`src/include/pio_cfg.svh`:
```
// register offsets, field positions, reset values for the parallel io unit
`ifndef PIO_CFG_SVH
`define PIO_CFG_SVH
`define PIO_OFF_PORT_A 8'h00
`define PIO_OFF_PORT_B 8'h04
`define PIO_OFF_PORT_C 8'h08
`define PIO_OFF_MODE_CTRL 8'h0c
`define PIO_CTRL_SEL_BIT 7
`define PIO_CTRL_LOWER_DIR 0
`define PIO_CTRL_B_DIR 1
`define PIO_CTRL_B_MODE 2
`define PIO_CTRL_UPPER_DIR 3
`define PIO_CTRL_A_DIR 4
`define PIO_CTRL_A_MODE_LO 5
`define PIO_CTRL_A_MODE_HI 6
`define PIO_CTRL_SR_BIT 0
`define PIO_CTRL_BSEL_LO 1
`define PIO_CTRL_BSEL_HI 3
`define PIO_CTRL_RESET 8'h9b
`define PIO_PC_B_IRQ 0
`define PIO_PC_B_FULL 1
`define PIO_PC_B_HS 2
`define PIO_PC_A_IRQ 3
`define PIO_PC_A_STB 4
`define PIO_PC_A_IBF 5
`define PIO_PC_A_ACK 6
`define PIO_PC_A_OBF 7
`endif

```
`src/include/pio_pkg.sv`:
```
// types shared by the parallel io unit
package pio_pkg;
   typedef enum logic [2:0] {
      PIO_BASIC = 3'b001,
      PIO_STROBED = 3'b010,
      PIO_BIDIR = 3'b100
   } pio_mode_t;
endpackage

```
`src/design/pio_hs_chan.sv`:
```
// one strobed handshake channel: input latch, output-full, irq request
`timescale 1ns/1ps
module pio_hs_chan #(
   parameter int WIDTH = 8
) (
   input wire logic i_sys_clk,
   input wire logic i_reset,
   input wire logic i_clear,
   input wire logic i_in_en,
   input wire logic i_out_en,
   input wire logic i_strobe_n,
   input wire logic i_accept_n,
   input wire logic [WIDTH-1:0] i_pins,
   input wire logic i_cpu_read,
   input wire logic i_cpu_write,
   input wire logic i_in_irq_en,
   input wire logic i_out_irq_en,
   output logic [WIDTH-1:0] o_in_data,
   output logic o_input_full,
   output logic o_output_full_n,
   output logic o_irq_request
);
   logic [WIDTH-1:0] in_q, in_d;
   logic ibf_q, ibf_d, obf_q, obf_d, irq_in_q, irq_in_d, irq_out_q, irq_out_d;
   logic stb_prev_q, stb_prev_d;

   always_comb begin
      in_d = in_q;
      ibf_d = ibf_q;
      obf_d = obf_q;
      irq_in_d = irq_in_q;
      irq_out_d = irq_out_q;
      // remembers that a write-accept cycle has happened since the last clear
      stb_prev_d = i_clear ? 1'b0 : (stb_prev_q | (obf_q & ~i_accept_n));
      // the input latch follows a low strobe even across a clear, so no pin sample is lost
      if (i_in_en && !i_strobe_n) begin
         in_d = i_pins;
      end
      if (i_clear) begin
         ibf_d = 1'b0;
         obf_d = 1'b0;
         irq_in_d = 1'b0;
         irq_out_d = 1'b0;
      end else begin
         if (i_in_en) begin
            if (!i_strobe_n) begin
               ibf_d = 1'b1;
            end else if (i_cpu_read) begin
               ibf_d = 1'b0;
            end
            // strobe high after a fill raises the request; a read in the same cycle wins
            // because it empties the latch, and a set then would leave a stale request
            if (i_strobe_n && ibf_q && i_in_irq_en && !i_cpu_read) begin
               irq_in_d = 1'b1;
            end else if (i_cpu_read || !i_in_irq_en) begin
               irq_in_d = 1'b0;
            end
         end else begin
            ibf_d = 1'b0;
            irq_in_d = 1'b0;
         end
         if (i_out_en) begin
            if (i_cpu_write) begin
               obf_d = 1'b1;
            end else if (!i_accept_n) begin
               obf_d = 1'b0;
            end
            if (i_cpu_write || !i_out_irq_en) begin
               irq_out_d = 1'b0;
            end else if (i_accept_n && !obf_q && i_out_irq_en && stb_prev_q) begin
               irq_out_d = 1'b1;
            end
         end else begin
            obf_d = 1'b0;
            irq_out_d = 1'b0;
         end
      end
   end

   always_ff @(posedge i_sys_clk) begin
      if (i_reset) begin
         in_q <= '0;
         ibf_q <= 1'b0;
         obf_q <= 1'b0;
         irq_in_q <= 1'b0;
         irq_out_q <= 1'b0;
         stb_prev_q <= 1'b0;
      end else begin
         in_q <= in_d;
         ibf_q <= ibf_d;
         obf_q <= obf_d;
         irq_in_q <= irq_in_d;
         irq_out_q <= irq_out_d;
         stb_prev_q <= stb_prev_d;
      end
   end

   assign o_in_data = in_q;
   assign o_input_full = ibf_q;
   assign o_output_full_n = ~obf_q;
   assign o_irq_request = irq_in_q | irq_out_q;

   property p_ibf_on_strobe;
      @(posedge i_sys_clk) disable iff (i_reset)
         (i_in_en && !i_clear && !i_strobe_n) |=> o_input_full;
   endproperty
   a_ibf_on_strobe: assert property (p_ibf_on_strobe)
      else $error("input full not set by strobe");

   property p_obf_on_write;
      @(posedge i_sys_clk) disable iff (i_reset)
         (i_out_en && !i_clear && i_cpu_write) |=> !o_output_full_n;
   endproperty
   a_obf_on_write: assert property (p_obf_on_write)
      else $error("output full not set by write");

   property p_obf_clear_on_accept;
      @(posedge i_sys_clk) disable iff (i_reset)
         (i_out_en && !i_cpu_write && !i_accept_n) |=> o_output_full_n;
   endproperty
   a_obf_clear_on_accept: assert property (p_obf_clear_on_accept)
      else $error("output full not cleared by accept");

   property p_irq_cleared_by_write;
      @(posedge i_sys_clk) disable iff (i_reset)
         (i_cpu_write && !i_in_en) |=> !o_irq_request;
   endproperty
   a_irq_cleared_by_write: assert property (p_irq_cleared_by_write)
      else $error("output irq survived a data write");

   property p_irq_cleared_by_read;
      @(posedge i_sys_clk) disable iff (i_reset)
         (i_cpu_read && !i_out_en) |=> !o_irq_request;
   endproperty
   a_irq_cleared_by_read: assert property (p_irq_cleared_by_read)
      else $error("input irq survived a data read");

   property p_in_latch;
      @(posedge i_sys_clk) disable iff (i_reset)
         (i_in_en && !i_strobe_n) |=> (o_in_data == $past(i_pins));
   endproperty
   a_in_latch: assert property (p_in_latch)
      else $error("input latch missed pin data");
endmodule // pio_hs_chan

```
`src/design/pio_port.sv`:
```
// parallel io unit: three 8-bit ports, mode control word, strobed handshakes
//
// Behaviour
// bit 7 picks mode write or bit set/reset
// bits 2:0 set group b directions, mode
// bits 6:3 set group a directions, mode
// bits 3:1 pick pc bit, bit 0 value
// handshake-pin set/reset writes interrupt enables instead
// mode change or reset clears interrupt enables
// basic-mode group raises no interrupt request
// basic mode latches outputs, inputs flow through
// strobed mode gives pc handshakes, latched data
// low strobe loads input latch, rise captures
// peripheral holds data until strobe returns high
// input full rises on strobe, falls on read
// input irq on strobe high, full, enable
// low accept clears output full
// output full low on write until accept
// output irq on accept high, empty, enable
// bidirectional port a with five handshake lines
// control write clears latches, status, enables
// reset control word: all inputs, basic mode
// newly output ports start driving low
// control word is write-only, reads zero
// handshake pins take their needed direction
//
// Added by the designer: the address-and-strobe port and the register addresses.
`timescale 1ns/1ps
`include "pio_cfg.svh"
module pio_port (
   input wire logic i_sys_clk,
   input wire logic i_reset,
   input wire logic [7:0] i_addr,
   input wire logic [7:0] i_wdata,
   input wire logic i_wr,
   input wire logic i_rd,
   output logic [7:0] o_rdata,
   input wire logic [7:0] i_pa,
   output logic [7:0] o_pa,
   output logic [7:0] o_pa_oe,
   input wire logic [7:0] i_pb,
   output logic [7:0] o_pb,
   output logic [7:0] o_pb_oe,
   input wire logic [7:0] i_pc,
   output logic [7:0] o_pc,
   output logic [7:0] o_pc_oe,
   output pio_pkg::pio_mode_t o_group_a_mode,
   output pio_pkg::pio_mode_t o_group_b_mode
);
   import pio_pkg::*;

   function automatic logic hit(input logic [7:0] a, input logic [7:0] off);
      hit = (a == off);
   endfunction

   // every pin goes through two flops before use
   logic [7:0] pa_s1_q, pa_s2_q, pb_s1_q, pb_s2_q, pc_s1_q, pc_s2_q;
   always_ff @(posedge i_sys_clk) begin
      if (i_reset) begin
         pa_s1_q <= 8'hff;
         pa_s2_q <= 8'hff;
         pb_s1_q <= 8'hff;
         pb_s2_q <= 8'hff;
         pc_s1_q <= 8'hff;
         pc_s2_q <= 8'hff;
      end else begin
         pa_s1_q <= i_pa;
         pa_s2_q <= pa_s1_q;
         pb_s1_q <= i_pb;
         pb_s2_q <= pb_s1_q;
         pc_s1_q <= i_pc;
         pc_s2_q <= pc_s1_q;
      end
   end

   logic [7:0] ctrl_q, ctrl_d, pa_out_q, pa_out_d, pb_out_q, pb_out_d, pc_out_q, pc_out_d;
   logic inte_a_in_q, inte_a_in_d, inte_a_out_q, inte_a_out_d, inte_b_q, inte_b_d;
   logic [7:0] rdata_q, rdata_d;
   logic ctrl_wr, sr_wr, mode_wr;
   logic [2:0] bsel;
   pio_mode_t mode_a, mode_b;
   logic a_hs, b_hs, a_in_en, a_out_en, b_in_en, b_out_en;
   logic a_rd, a_wr, b_rd, b_wr;
   logic [7:0] a_in_data, b_in_data;
   logic a_ibf, a_obf_n, a_irq, b_ibf, b_obf_n, b_irq;

   assign ctrl_wr = i_wr && hit(i_addr, `PIO_OFF_MODE_CTRL);
   assign mode_wr = ctrl_wr && i_wdata[`PIO_CTRL_SEL_BIT];
   assign sr_wr = ctrl_wr && !i_wdata[`PIO_CTRL_SEL_BIT];
   assign bsel = i_wdata[`PIO_CTRL_BSEL_HI:`PIO_CTRL_BSEL_LO];

   always_comb begin
      if (ctrl_q[`PIO_CTRL_A_MODE_HI]) begin
         mode_a = PIO_BIDIR;
      end else if (ctrl_q[`PIO_CTRL_A_MODE_LO]) begin
         mode_a = PIO_STROBED;
      end else begin
         mode_a = PIO_BASIC;
      end
      mode_b = ctrl_q[`PIO_CTRL_B_MODE] ? PIO_STROBED : PIO_BASIC;
   end

   assign a_hs = (mode_a != PIO_BASIC);
   assign b_hs = (mode_b != PIO_BASIC);
   assign a_in_en = (mode_a == PIO_BIDIR) || (a_hs && ctrl_q[`PIO_CTRL_A_DIR]);
   assign a_out_en = (mode_a == PIO_BIDIR) || (a_hs && !ctrl_q[`PIO_CTRL_A_DIR]);
   assign b_in_en = b_hs && ctrl_q[`PIO_CTRL_B_DIR];
   assign b_out_en = b_hs && !ctrl_q[`PIO_CTRL_B_DIR];
   assign a_rd = i_rd && hit(i_addr, `PIO_OFF_PORT_A);
   assign a_wr = i_wr && hit(i_addr, `PIO_OFF_PORT_A);
   assign b_rd = i_rd && hit(i_addr, `PIO_OFF_PORT_B);
   assign b_wr = i_wr && hit(i_addr, `PIO_OFF_PORT_B);

   // control word, output latches and interrupt enables
   always_comb begin
      ctrl_d = ctrl_q;
      pa_out_d = pa_out_q;
      pb_out_d = pb_out_q;
      pc_out_d = pc_out_q;
      inte_a_in_d = inte_a_in_q;
      inte_a_out_d = inte_a_out_q;
      inte_b_d = inte_b_q;
      if (mode_wr) begin
         ctrl_d = i_wdata;
         pa_out_d = 8'h00;
         pb_out_d = 8'h00;
         pc_out_d = 8'h00;
         inte_a_in_d = 1'b0;
         inte_a_out_d = 1'b0;
         inte_b_d = 1'b0;
      end else if (sr_wr) begin
         // handshake positions steer the enables, not the pin latch
         if (a_in_en && bsel == 3'd`PIO_PC_A_STB) begin
            inte_a_in_d = i_wdata[`PIO_CTRL_SR_BIT];
         end else if (a_out_en && bsel == 3'd`PIO_PC_A_ACK) begin
            inte_a_out_d = i_wdata[`PIO_CTRL_SR_BIT];
         end else if (b_hs && bsel == 3'd`PIO_PC_B_HS) begin
            inte_b_d = i_wdata[`PIO_CTRL_SR_BIT];
         end else begin
            pc_out_d[bsel] = i_wdata[`PIO_CTRL_SR_BIT];
         end
      end else begin
         if (a_wr) begin
            pa_out_d = i_wdata;
         end
         if (b_wr) begin
            pb_out_d = i_wdata;
         end
         if (i_wr && hit(i_addr, `PIO_OFF_PORT_C)) begin
            pc_out_d = i_wdata;
         end
      end
   end

   always_ff @(posedge i_sys_clk) begin
      if (i_reset) begin
         ctrl_q <= `PIO_CTRL_RESET;
         pa_out_q <= 8'h00;
         pb_out_q <= 8'h00;
         pc_out_q <= 8'h00;
         inte_a_in_q <= 1'b0;
         inte_a_out_q <= 1'b0;
         inte_b_q <= 1'b0;
         rdata_q <= 8'h00;
      end else begin
         ctrl_q <= ctrl_d;
         pa_out_q <= pa_out_d;
         pb_out_q <= pb_out_d;
         pc_out_q <= pc_out_d;
         inte_a_in_q <= inte_a_in_d;
         inte_a_out_q <= inte_a_out_d;
         inte_b_q <= inte_b_d;
         rdata_q <= rdata_d;
      end
   end

   pio_hs_chan #(.WIDTH(8)) u_chan_a (
      .i_sys_clk(i_sys_clk),
      .i_reset(i_reset),
      .i_clear(mode_wr),
      .i_in_en(a_in_en),
      .i_out_en(a_out_en),
      .i_strobe_n(pc_s2_q[`PIO_PC_A_STB]),
      .i_accept_n(pc_s2_q[`PIO_PC_A_ACK]),
      .i_pins(pa_s2_q),
      .i_cpu_read(a_rd),
      .i_cpu_write(a_wr),
      .i_in_irq_en(inte_a_in_q),
      .i_out_irq_en(inte_a_out_q),
      .o_in_data(a_in_data),
      .o_input_full(a_ibf),
      .o_output_full_n(a_obf_n),
      .o_irq_request(a_irq)
   );

   pio_hs_chan #(.WIDTH(8)) u_chan_b (
      .i_sys_clk(i_sys_clk),
      .i_reset(i_reset),
      .i_clear(mode_wr),
      .i_in_en(b_in_en),
      .i_out_en(b_out_en),
      .i_strobe_n(pc_s2_q[`PIO_PC_B_HS]),
      .i_accept_n(pc_s2_q[`PIO_PC_B_HS]),
      .i_pins(pb_s2_q),
      .i_cpu_read(b_rd),
      .i_cpu_write(b_wr),
      .i_in_irq_en(inte_b_q),
      .i_out_irq_en(inte_b_q),
      .o_in_data(b_in_data),
      .o_input_full(b_ibf),
      .o_output_full_n(b_obf_n),
      .o_irq_request(b_irq)
   );

   // port c pin view: handshake lines override the general-purpose latch
   logic [7:0] pc_drive, pc_oe, pc_view;
   always_comb begin
      pc_drive = pc_out_q;
      pc_oe = {{4{!ctrl_q[`PIO_CTRL_UPPER_DIR]}}, {4{!ctrl_q[`PIO_CTRL_LOWER_DIR]}}};
      pc_view = pc_s2_q;
      // basic-mode groups never reach the request pins
      if (a_hs) begin
         pc_drive[`PIO_PC_A_IRQ] = a_irq;
         pc_oe[`PIO_PC_A_IRQ] = 1'b1;
         pc_view[`PIO_PC_A_IRQ] = a_irq;
      end
      if (a_in_en) begin
         pc_drive[`PIO_PC_A_IBF] = a_ibf;
         pc_oe[`PIO_PC_A_IBF] = 1'b1;
         pc_oe[`PIO_PC_A_STB] = 1'b0;
         pc_view[`PIO_PC_A_IBF] = a_ibf;
         pc_view[`PIO_PC_A_STB] = inte_a_in_q;
      end
      if (a_out_en) begin
         pc_drive[`PIO_PC_A_OBF] = a_obf_n;
         pc_oe[`PIO_PC_A_OBF] = 1'b1;
         pc_oe[`PIO_PC_A_ACK] = 1'b0;
         pc_view[`PIO_PC_A_OBF] = a_obf_n;
         pc_view[`PIO_PC_A_ACK] = inte_a_out_q;
      end
      if (b_hs) begin
         pc_drive[`PIO_PC_B_IRQ] = b_irq;
         pc_drive[`PIO_PC_B_FULL] = b_in_en ? b_ibf : b_obf_n;
         pc_oe[`PIO_PC_B_IRQ] = 1'b1;
         pc_oe[`PIO_PC_B_FULL] = 1'b1;
         pc_oe[`PIO_PC_B_HS] = 1'b0;
         pc_view[`PIO_PC_B_IRQ] = b_irq;
         pc_view[`PIO_PC_B_FULL] = pc_drive[`PIO_PC_B_FULL];
         pc_view[`PIO_PC_B_HS] = inte_b_q;
      end
   end

   assign o_pc = pc_drive;
   assign o_pc_oe = pc_oe;
   assign o_pb = pb_out_q;
   assign o_pb_oe = {8{!ctrl_q[`PIO_CTRL_B_DIR]}};
   assign o_pa = pa_out_q;
   // bidirectional port a drives only while the peripheral accepts
   assign o_pa_oe = (mode_a == PIO_BIDIR) ? {8{!pc_s2_q[`PIO_PC_A_ACK]}} :
                    {8{!ctrl_q[`PIO_CTRL_A_DIR]}};
   assign o_group_a_mode = mode_a;
   assign o_group_b_mode = mode_b;

   // read mux; basic-mode inputs read the pins, strobed inputs the latch
   always_comb begin
      rdata_d = 8'h00;
      if (i_rd) begin
         case (i_addr)
            `PIO_OFF_PORT_A: rdata_d = a_in_en ? a_in_data :
                                      (ctrl_q[`PIO_CTRL_A_DIR] ? pa_s2_q : pa_out_q);
            `PIO_OFF_PORT_B: rdata_d = b_in_en ? b_in_data :
                                      (ctrl_q[`PIO_CTRL_B_DIR] ? pb_s2_q : pb_out_q);
            `PIO_OFF_PORT_C: rdata_d = pc_view;
            default: rdata_d = 8'h00;
         endcase
      end
   end
   assign o_rdata = rdata_q;

   property p_ctrl_hidden;
      @(posedge i_sys_clk) disable iff (i_reset)
         (i_rd && i_addr == `PIO_OFF_MODE_CTRL) |=> (o_rdata == 8'h00);
   endproperty
   a_ctrl_hidden: assert property (p_ctrl_hidden)
      else $error("control word readable");

   property p_mode_clears;
      @(posedge i_sys_clk) disable iff (i_reset)
         mode_wr |=> (pa_out_q == 8'h00 && pb_out_q == 8'h00 && !inte_a_in_q && !inte_b_q);
   endproperty
   a_mode_clears: assert property (p_mode_clears)
      else $error("mode write left state behind");

   property p_basic_no_irq;
      @(posedge i_sys_clk) disable iff (i_reset)
         (mode_b == PIO_BASIC && !ctrl_q[`PIO_CTRL_LOWER_DIR]) |-> (o_pc[0] == pc_out_q[0]);
   endproperty
   a_basic_no_irq: assert property (p_basic_no_irq)
      else $error("basic group drove a request");

   property p_inte_set;
      @(posedge i_sys_clk) disable iff (i_reset)
         (sr_wr && b_hs && i_wdata[3:0] == 4'h5) |=> inte_b_q;
   endproperty
   a_inte_set: assert property (p_inte_set)
      else $error("enable not set by bit write");
endmodule // pio_port

```
`config.mk`:
```
export PLATFORM = sky130hd
export DESIGN_NAME = pio_port
export DESIGN_NICKNAME = d
export VERILOG_FILES = /design/src/include/pio_pkg.sv /design/src/design/pio_hs_chan.sv /design/src/design/pio_port.sv
export VERILOG_INCLUDE_DIRS = /design/src /design/src/include
export SDC_FILE = /design/constraint.sdc
export NUM_CORES = 1
export LEC_CHECK = 0
export BUFFER_PORTS_ARGS = -buffer_cell sky130_fd_sc_hd__buf_2
export CAP_MARGIN = 20
export CORE_ASPECT_RATIO = 0.6
export CORE_MARGIN = 5
export CORE_UTILIZATION = 35
export CTS_CLUSTER_SIZE = 30
export DETAILED_ROUTE_END_ITERATION = 10
export SLEW_MARGIN = 15
export SYNTH_ARGS = -nofsm -noshare
export SYNTH_HDL_FRONTEND = slang
export SYNTH_HIERARCHICAL = 1
export SYNTH_SLANG_ARGS = --single-unit
```
`constraint.sdc`:
```
create_clock -name i_sys_clk -period 3.24 [get_ports i_sys_clk]
set_input_delay 0.648 -clock i_sys_clk [delete_from_list [all_inputs] [get_ports i_sys_clk]]
set_output_delay 0.648 -clock i_sys_clk [all_outputs]
set_load 0.02 [all_outputs]
```
==> results.json, run 1 <==
{
  "status": "finished, final reports clean",
  "cts_sinks": 116,
  "grt_pass1_vias": 4107,
  "wl_per_cell_um": 17.33,
  "ys_warn_count": 6,
  "critPathMaxFanout": 14,
  "synth_top_area_share": 0.4553,
  "finalCritPeriodShare": 0.9333,
  "antenna_found_initial": 0,
  "min_path_cells": 1,
  "synth_fp_nets": 600,
  "drv_cap": 0,
  "grt_use_total": 0.1707,
  "numCtsBuffers": 17,
  "hold_viol": 0,
  "worstPathArrival_ps": 2380,
  "insertion_delay_ps": 410,
  "gp_congestion": 0.8870,
  "dp_hpwl_mm": 10.93,
  "r2r-start": "ctrl_q[4]",
  "grt-ovfl-total": 0,
  "rows": 34,
  "seq_power_share": 0.415,
  "hold-path-endpoint": "pa_s2_q[2]",
  "worstSetupEndpointType": "primary output",
  "io_buffers": 104,
  "layout.nets": 676,
  "synthDistinctLibCells": 52,
  "startpoint_type": "flip-flop",
  "r2r_cells": 5,
  "p_int_mw": 2.790,
  "hold_path_class": "reg -> reg",
  "synth.largest_area_cell": "dfxtp_1",
  "io_pins": 106,
  "switching_share": 0.2114,
  "p_per_area_nw_per_um2": 570.5,
  "maxSlewViolCount": 0,
  "dieArea_sq_um": 17160,
  "cts_root_buffer": "clkbuf_16",
  "clkTransAtPathRegs_ps": 50,
  "combinationalPowerShare": 0.049,
  "wl_mm": 14.61,
  "setup_ws_ps": 216.0,
  "timing_worst_setup_path_type": "reg -> out",
  "cts_setup_buffers": 0,
  "worstHoldStart": "pa_s1_q[2]",
  "utilization": 0.4313,
  "fin_crit_ps": 3024,
  "die_height_um": 103.5,
  "r2r_end": "u_chan_a/o_in_data[6]",
  "drive_gt1_frac": 0.3473,
  "p_total_mw": 3.538,
  "syn-cell-area_sq_um": 5100,
  "finClkSkew_ps": 5.032,
  "fp.dieW_um": 165.8,
  "drt_pass1_iterations": 5,
  "tightestPinTransition_ps": 688.6,
  "grt_max_degree": 72,
  "drtIter0Drc": 367,
  "clock.fmax_ghz": 0.3307,
  "drcViolationCount": 0,
  "pre_cts_ws_ps": 614.1,
  "postCtsHoldBufs": 0,
  "required_ps": 2590,
  "p_leak_nw": 2.729,
  "coreArea_sq_um": 14380,
  "cts_resized": 0,
  "r2r_setup_slack_ps": 980,
  "rsz0062_at_grt": "no",
  "htreeDepth": 4,
  "start_util": 0.3547,
  "syn_inst": 556,
  "yosysSeqAreaShare": 0.4553,
  "grt_first_pass_wirelength_mm": 23.09,
  "clk_path_buf_depth": 2,
  "clockPowerShare": 0.536,
  "finalSetupViolCount": 0,
  "antenna_cells": 0,
  "cts_tree": "yes",
  "tns_ps": 0,
  "avgSynthCellArea_sq_um": 9.172,
  "power_switching_mw": 0.7480,
  "viasPerCell": 5.031,
  "yosys-top-cells-area": "dfxtp_1 46%, mux2i_1 9.4%, or2_2 6.3%, nor2_1 4.4%, nand2_1 4.3%",
  "ys_ff_latch": 116,
  "vdd_drop_max_v": 0.0002773,
  "vias": 4241,
  "maxSlewHeadroom": 0.5392,
  "area_growth_pct": 21.61,
  "antenna_left": 0
}
layer usage:
metal  wire, um  GRT usage  vias to the layer above
met1       7038     0.2472                     1978
met4        219    0.05650                        0
met2       5689     0.2279                      215
met3       1664    0.06890                       25
li1           -          -                     2023
met5          0          0                        -
worst max-delay path, stage by stage (launching register included):
cell and delay, ps:
dfxtp_1 740, inv_1 120, a21oi_1 550, mux2_2 400, buf_2 160
logic make-up (layout without fill, tap and decap cells):
group,count (synthesis),in the layout,share of synthesized area
other,1,1,0.0007353
AO/OA/AOI/OAI,83,83,0.09911
multiplexers,62,62,0.1317
buffers and inverters,71,160,0.07728
flip-flops,116,116,0.4553
XOR/XNOR,1,1,0.001718
AND/OR/NAND/NOR,222,222,0.2341
power groups by stage:
stage               combinational, mW  sequential, mW  clock [mW]
global placement                0.170            1.50           0
CTS                             0.172            1.47        1.93
detailed placement              0.171            1.50           0
finish                          0.173            1.47        1.90
floorplan                       0.108            1.49           0
global route                    0.189            1.47        2.01
how the worst max path moves through the flow:
stage,depth (start not counted),slack (ps),from,endpoint
after floorplan,6,910,i_addr[5],pc_out_q[4]
after global placement,4,630,ctrl_q[4],o_pc[7]
after detailed placement,6,610,i_addr[5],o_pa[2]
after CTS,4,200,ctrl_q[4],o_pc[7]
after global routing,4,90,ctrl_q[4],o_pc[7]
final,4,220,ctrl_q[4],o_pc[7]
final cells by class:
type                       instances  area [sq um]
fill                            1454          8177
multi-input combinational        369          2384
sequential                       116          2322
timing repair buffer             113         588.1
clock buffer                      23         478.0
tap                              198         247.7
clock inverter                     9         126.4
inverter                          15         56.30
sequential cells by signal (all words and copies together), names as in the netlist, 7 cells and up:
signal,cells
ctrl_q,7
u_chan_b/o_in_data,8
pb_s1_q,8
o_pa,8
o_rdata,8
pc_out_q,8
pa_s1_q,8
pa_s2_q,8
pc_s2_q,8
u_chan_a/o_in_data,8
pc_s1_q,8
pb_s2_q,8
o_pb,8
Yosys cell counts (all sizes together):
library cell  number
xor2               1
or4                3
nand2b             5
a211o              1
o211ai            10
a2111oi            1
or3                2
nor3               8
dfxtp            116
nor4               6
inv               14
nor2b              5
buf               34
nand4b             2
and3               3
a31oi              3
nand3              6
conb               1
nor2              63
o21bai             3
o31ai              1
nand2             58
o21a               2
nor4b              4
a2111o             1
mux2i             48
clkinv             1
clkbuf            22
o21ai             11
nand4              3
nor4bb             1
a211oi             2
mux4               2
o311ai             1
a22oi              2
nand3b             1
or2               51
o31a               5
and4               1
a21oi             40
mux2              12
metrics by stage:
stage,cell area (sq um),std cells,hold slack [ps]
after floorplan,5100,556,389.5
after global placement,5598,811,393.1
after detailed placement,5598,811,392.9
after CTS,6202,843,402.4
after global routing,6202,843,406.0
final,6202,843,404.9
placed cells by master, fill, tap and decap left out, types with 3 or more instances in the layout:
cell       count
mux2_4         3
bufinv_16      3
dfxtp_1      116
nand4_1        3
clkbuf_1       3
o211ai_1      10
a21oi_1       40
nor2b_1        3
mux2i_1       48
a31oi_1        3
buf_4          9
nand2_1       58
buf_2        104
clkinv_2       4
mux2_2         9
clkbuf_8       3
inv_1         13
clkbuf_16     17
and3_1         3
nor4b_2        4
nand2b_1       5
nand3_1        5
o31a_1         5
o21ai_0       11
or4_4          3
o21bai_1       3
or2_2         51
nor2_1        60
nor4_1         4
nor3_1         7
No activity file was read; power rests on OpenSTA's default activity.
==> inputs of run 2 (changes only) <==
--- a/config.mk
+++ b/config.mk
@@ -6,13 +6,13 @@
 export SDC_FILE = /design/constraint.sdc
 export NUM_CORES = 1
 export LEC_CHECK = 0
-export BUFFER_PORTS_ARGS = -buffer_cell sky130_fd_sc_hd__buf_2
 export CAP_MARGIN = 20
 export CORE_ASPECT_RATIO = 0.6
 export CORE_MARGIN = 5
 export CORE_UTILIZATION = 35
 export CTS_CLUSTER_SIZE = 30
 export DETAILED_ROUTE_END_ITERATION = 10
+export DONT_BUFFER_PORTS = 1
 export SLEW_MARGIN = 15
 export SYNTH_ARGS = -nofsm -noshare
 export SYNTH_HDL_FRONTEND = slang
==> results.json, run 2 (synthesized netlist as in run 1, its figures left out) <==
{
  "status": "finished, final reports clean",
  "drtIter0Drc": 419,
  "cts_root_buffer": "clkbuf_16",
  "wl_per_cell_um": 19.40,
  "required_ps": 2590,
  "setup_ws_ps": 602.8,
  "r2r_setup_slack_ps": 1080,
  "vdd_drop_max_v": 0.0002396,
  "viasPerCell": 5.344,
  "clk_path_buf_depth": 2,
  "r2r_cells": 6,
  "cts_sinks": 116,
  "io_buffers": 0,
  "pre_cts_ws_ps": 761.9,
  "tightestPinTransition_ps": 709.2,
  "finalSetupViolCount": 0,
  "numCtsBuffers": 17,
  "htreeDepth": 4,
  "dr_wl_met2_mm": 5.988,
  "worstSetupEndpointType": "primary output",
  "cts_resized": 0,
  "critPathTopFamily": "flip-flops",
  "grt-ovfl-total": 0,
  "wl_met3_mm": 2.046,
  "fp.dieW_um": 165.8,
  "hold-path-endpoint": "ctrl_q[6]",
  "finClkSkew_ps": 9.460,
  "critPathMaxFanout": 11,
  "die_height_um": 103.5,
  "area_growth_pct": 10.50,
  "coreArea_sq_um": 14380,
  "vias": 3944,
  "wl_met1_mm": 6.201,
  "clkTransAtPathRegs_ps": 60,
  "worstHoldStart": "i_reset",
  "layout.nets": 572,
  "rsz0062_at_grt": "no",
  "maxSlewHeadroom": 0.5246,
  "cts_tree": "yes",
  "grt_pass1_vias": 3819,
  "final_common_cell": "dfxtp_1",
  "grt_max_degree": 73,
  "dieArea_sq_um": 17160,
  "tns_ps": 0,
  "p_total_mw": 3.292,
  "postCtsHoldBufs": 0,
  "drt_pass1_iterations": 5,
  "antenna_found_initial": 0,
  "cts_setup_buffers": 0,
  "r2r_end": "u_chan_a/o_in_data[7]",
  "drcViolationCount": 0,
  "startpoint_type": "flip-flop",
  "crit_buf_inv": 2,
  "finalCritPeriodShare": 0.8140,
  "worstPathArrival_ps": 1990,
  "hold_path_class": "in -> reg",
  "hold_viol": 0,
  "antenna_cells": 0,
  "drv_cap": 0,
  "min_path_cells": 1,
  "io_pins": 106,
  "utilization": 0.3919,
  "slowest_delay_ps": 520,
  "start_util": 0.3547,
  "timing_worst_setup_path_type": "reg -> out",
  "clock.fmax_ghz": 0.3792,
  "slowest_stage": "dfxtp_1",
  "drive_gt1_frac": 0.2222,
  "grt_first_pass_wirelength_mm": 22.60,
  "gp_congestion": 0.8706,
  "fin_crit_ps": 2637,
  "rows": 34,
  "highest_layer": "met4",
  "r2r-start": "ctrl_q[6]",
  "p_leak_nw": 2.193,
  "dp_hpwl_mm": 10.45,
  "wl_mm": 14.32,
  "grt_use_total": 0.1686,
  "insertion_delay_ps": 410,
  "layout_common_cells": "116 x dfxtp_1, 60 x nor2_1, 58 x nand2_1",
  "p_per_area_nw_per_um2": 584.2,
  "maxSlewViolCount": 0,
  "path_cells": "a21oi_1 -> buf_4 -> inv_2 -> nor2_1",
  "antenna_left": 0
}
run 2: changes by cell type in the layout (fill, tap and decap cells not counted), sizes merged:
cell,delta
bufinv,-2
buf,-104
clkbuf,-1
clkinvlp,+2
run 2: worst max-delay path by stage:
stage | startpoint | to | slack (ps) | depth (start not counted)
floorplan | i_addr[5] | pc_out_q[4] | 910 | 6
global route | ctrl_q[6] | o_pc_oe[4] | 470 | 4
CTS | ctrl_q[6] | o_pc_oe[4] | 620 | 4
global placement | i_addr[5] | pc_out_q[7] | 820 | 6
detailed placement | i_addr[5] | o_pa[2] | 760 | 5
finish | ctrl_q[6] | o_pc_oe[4] | 600 | 4
run 2: area by class of cell:
cell class	instances	area, sq um
well taps	198	247.7
repair buffers	9	67.56
flip-flops and latches	116	2322
clock buffers	22	464.2
inverters	15	56.30
multi-input cells	369	2396
fillers	1461	8743
clock inverters	9	81.33
run 2: per-stage QoR:
stage	area (sq um)	hold slack, ps	instances
final	5635	333.4	738
after global routing	5635	291.4	738
after CTS	5635	298.0	738
after detailed placement	5090	396.7	707
after global placement	5090	396.2	707
after floorplan	5100	389.5	556
run 2: metal layers:
layer / global-route usage / up-vias
li1: - / 1818
met1: 0.2281 / 1887
met2: 0.2325 / 229
met3: 0.09935 / 10
met4: 0.03178 / 0
met5: 0 / -
run 2: worst register-to-register path, stage by stage, from the launching register on:
cell and delay (ps):
dfxtp_1 740, a21oi_1 110, buf_4 230, inv_2 150, nor2b_2 520, mux2i_1 260
nor2_1 50
run 2: where the power goes:
part           internal (mW)  switching [mW]
Clock                   1.08           0.640
Combinational         0.0485          0.0500
Sequential              1.46          0.0131
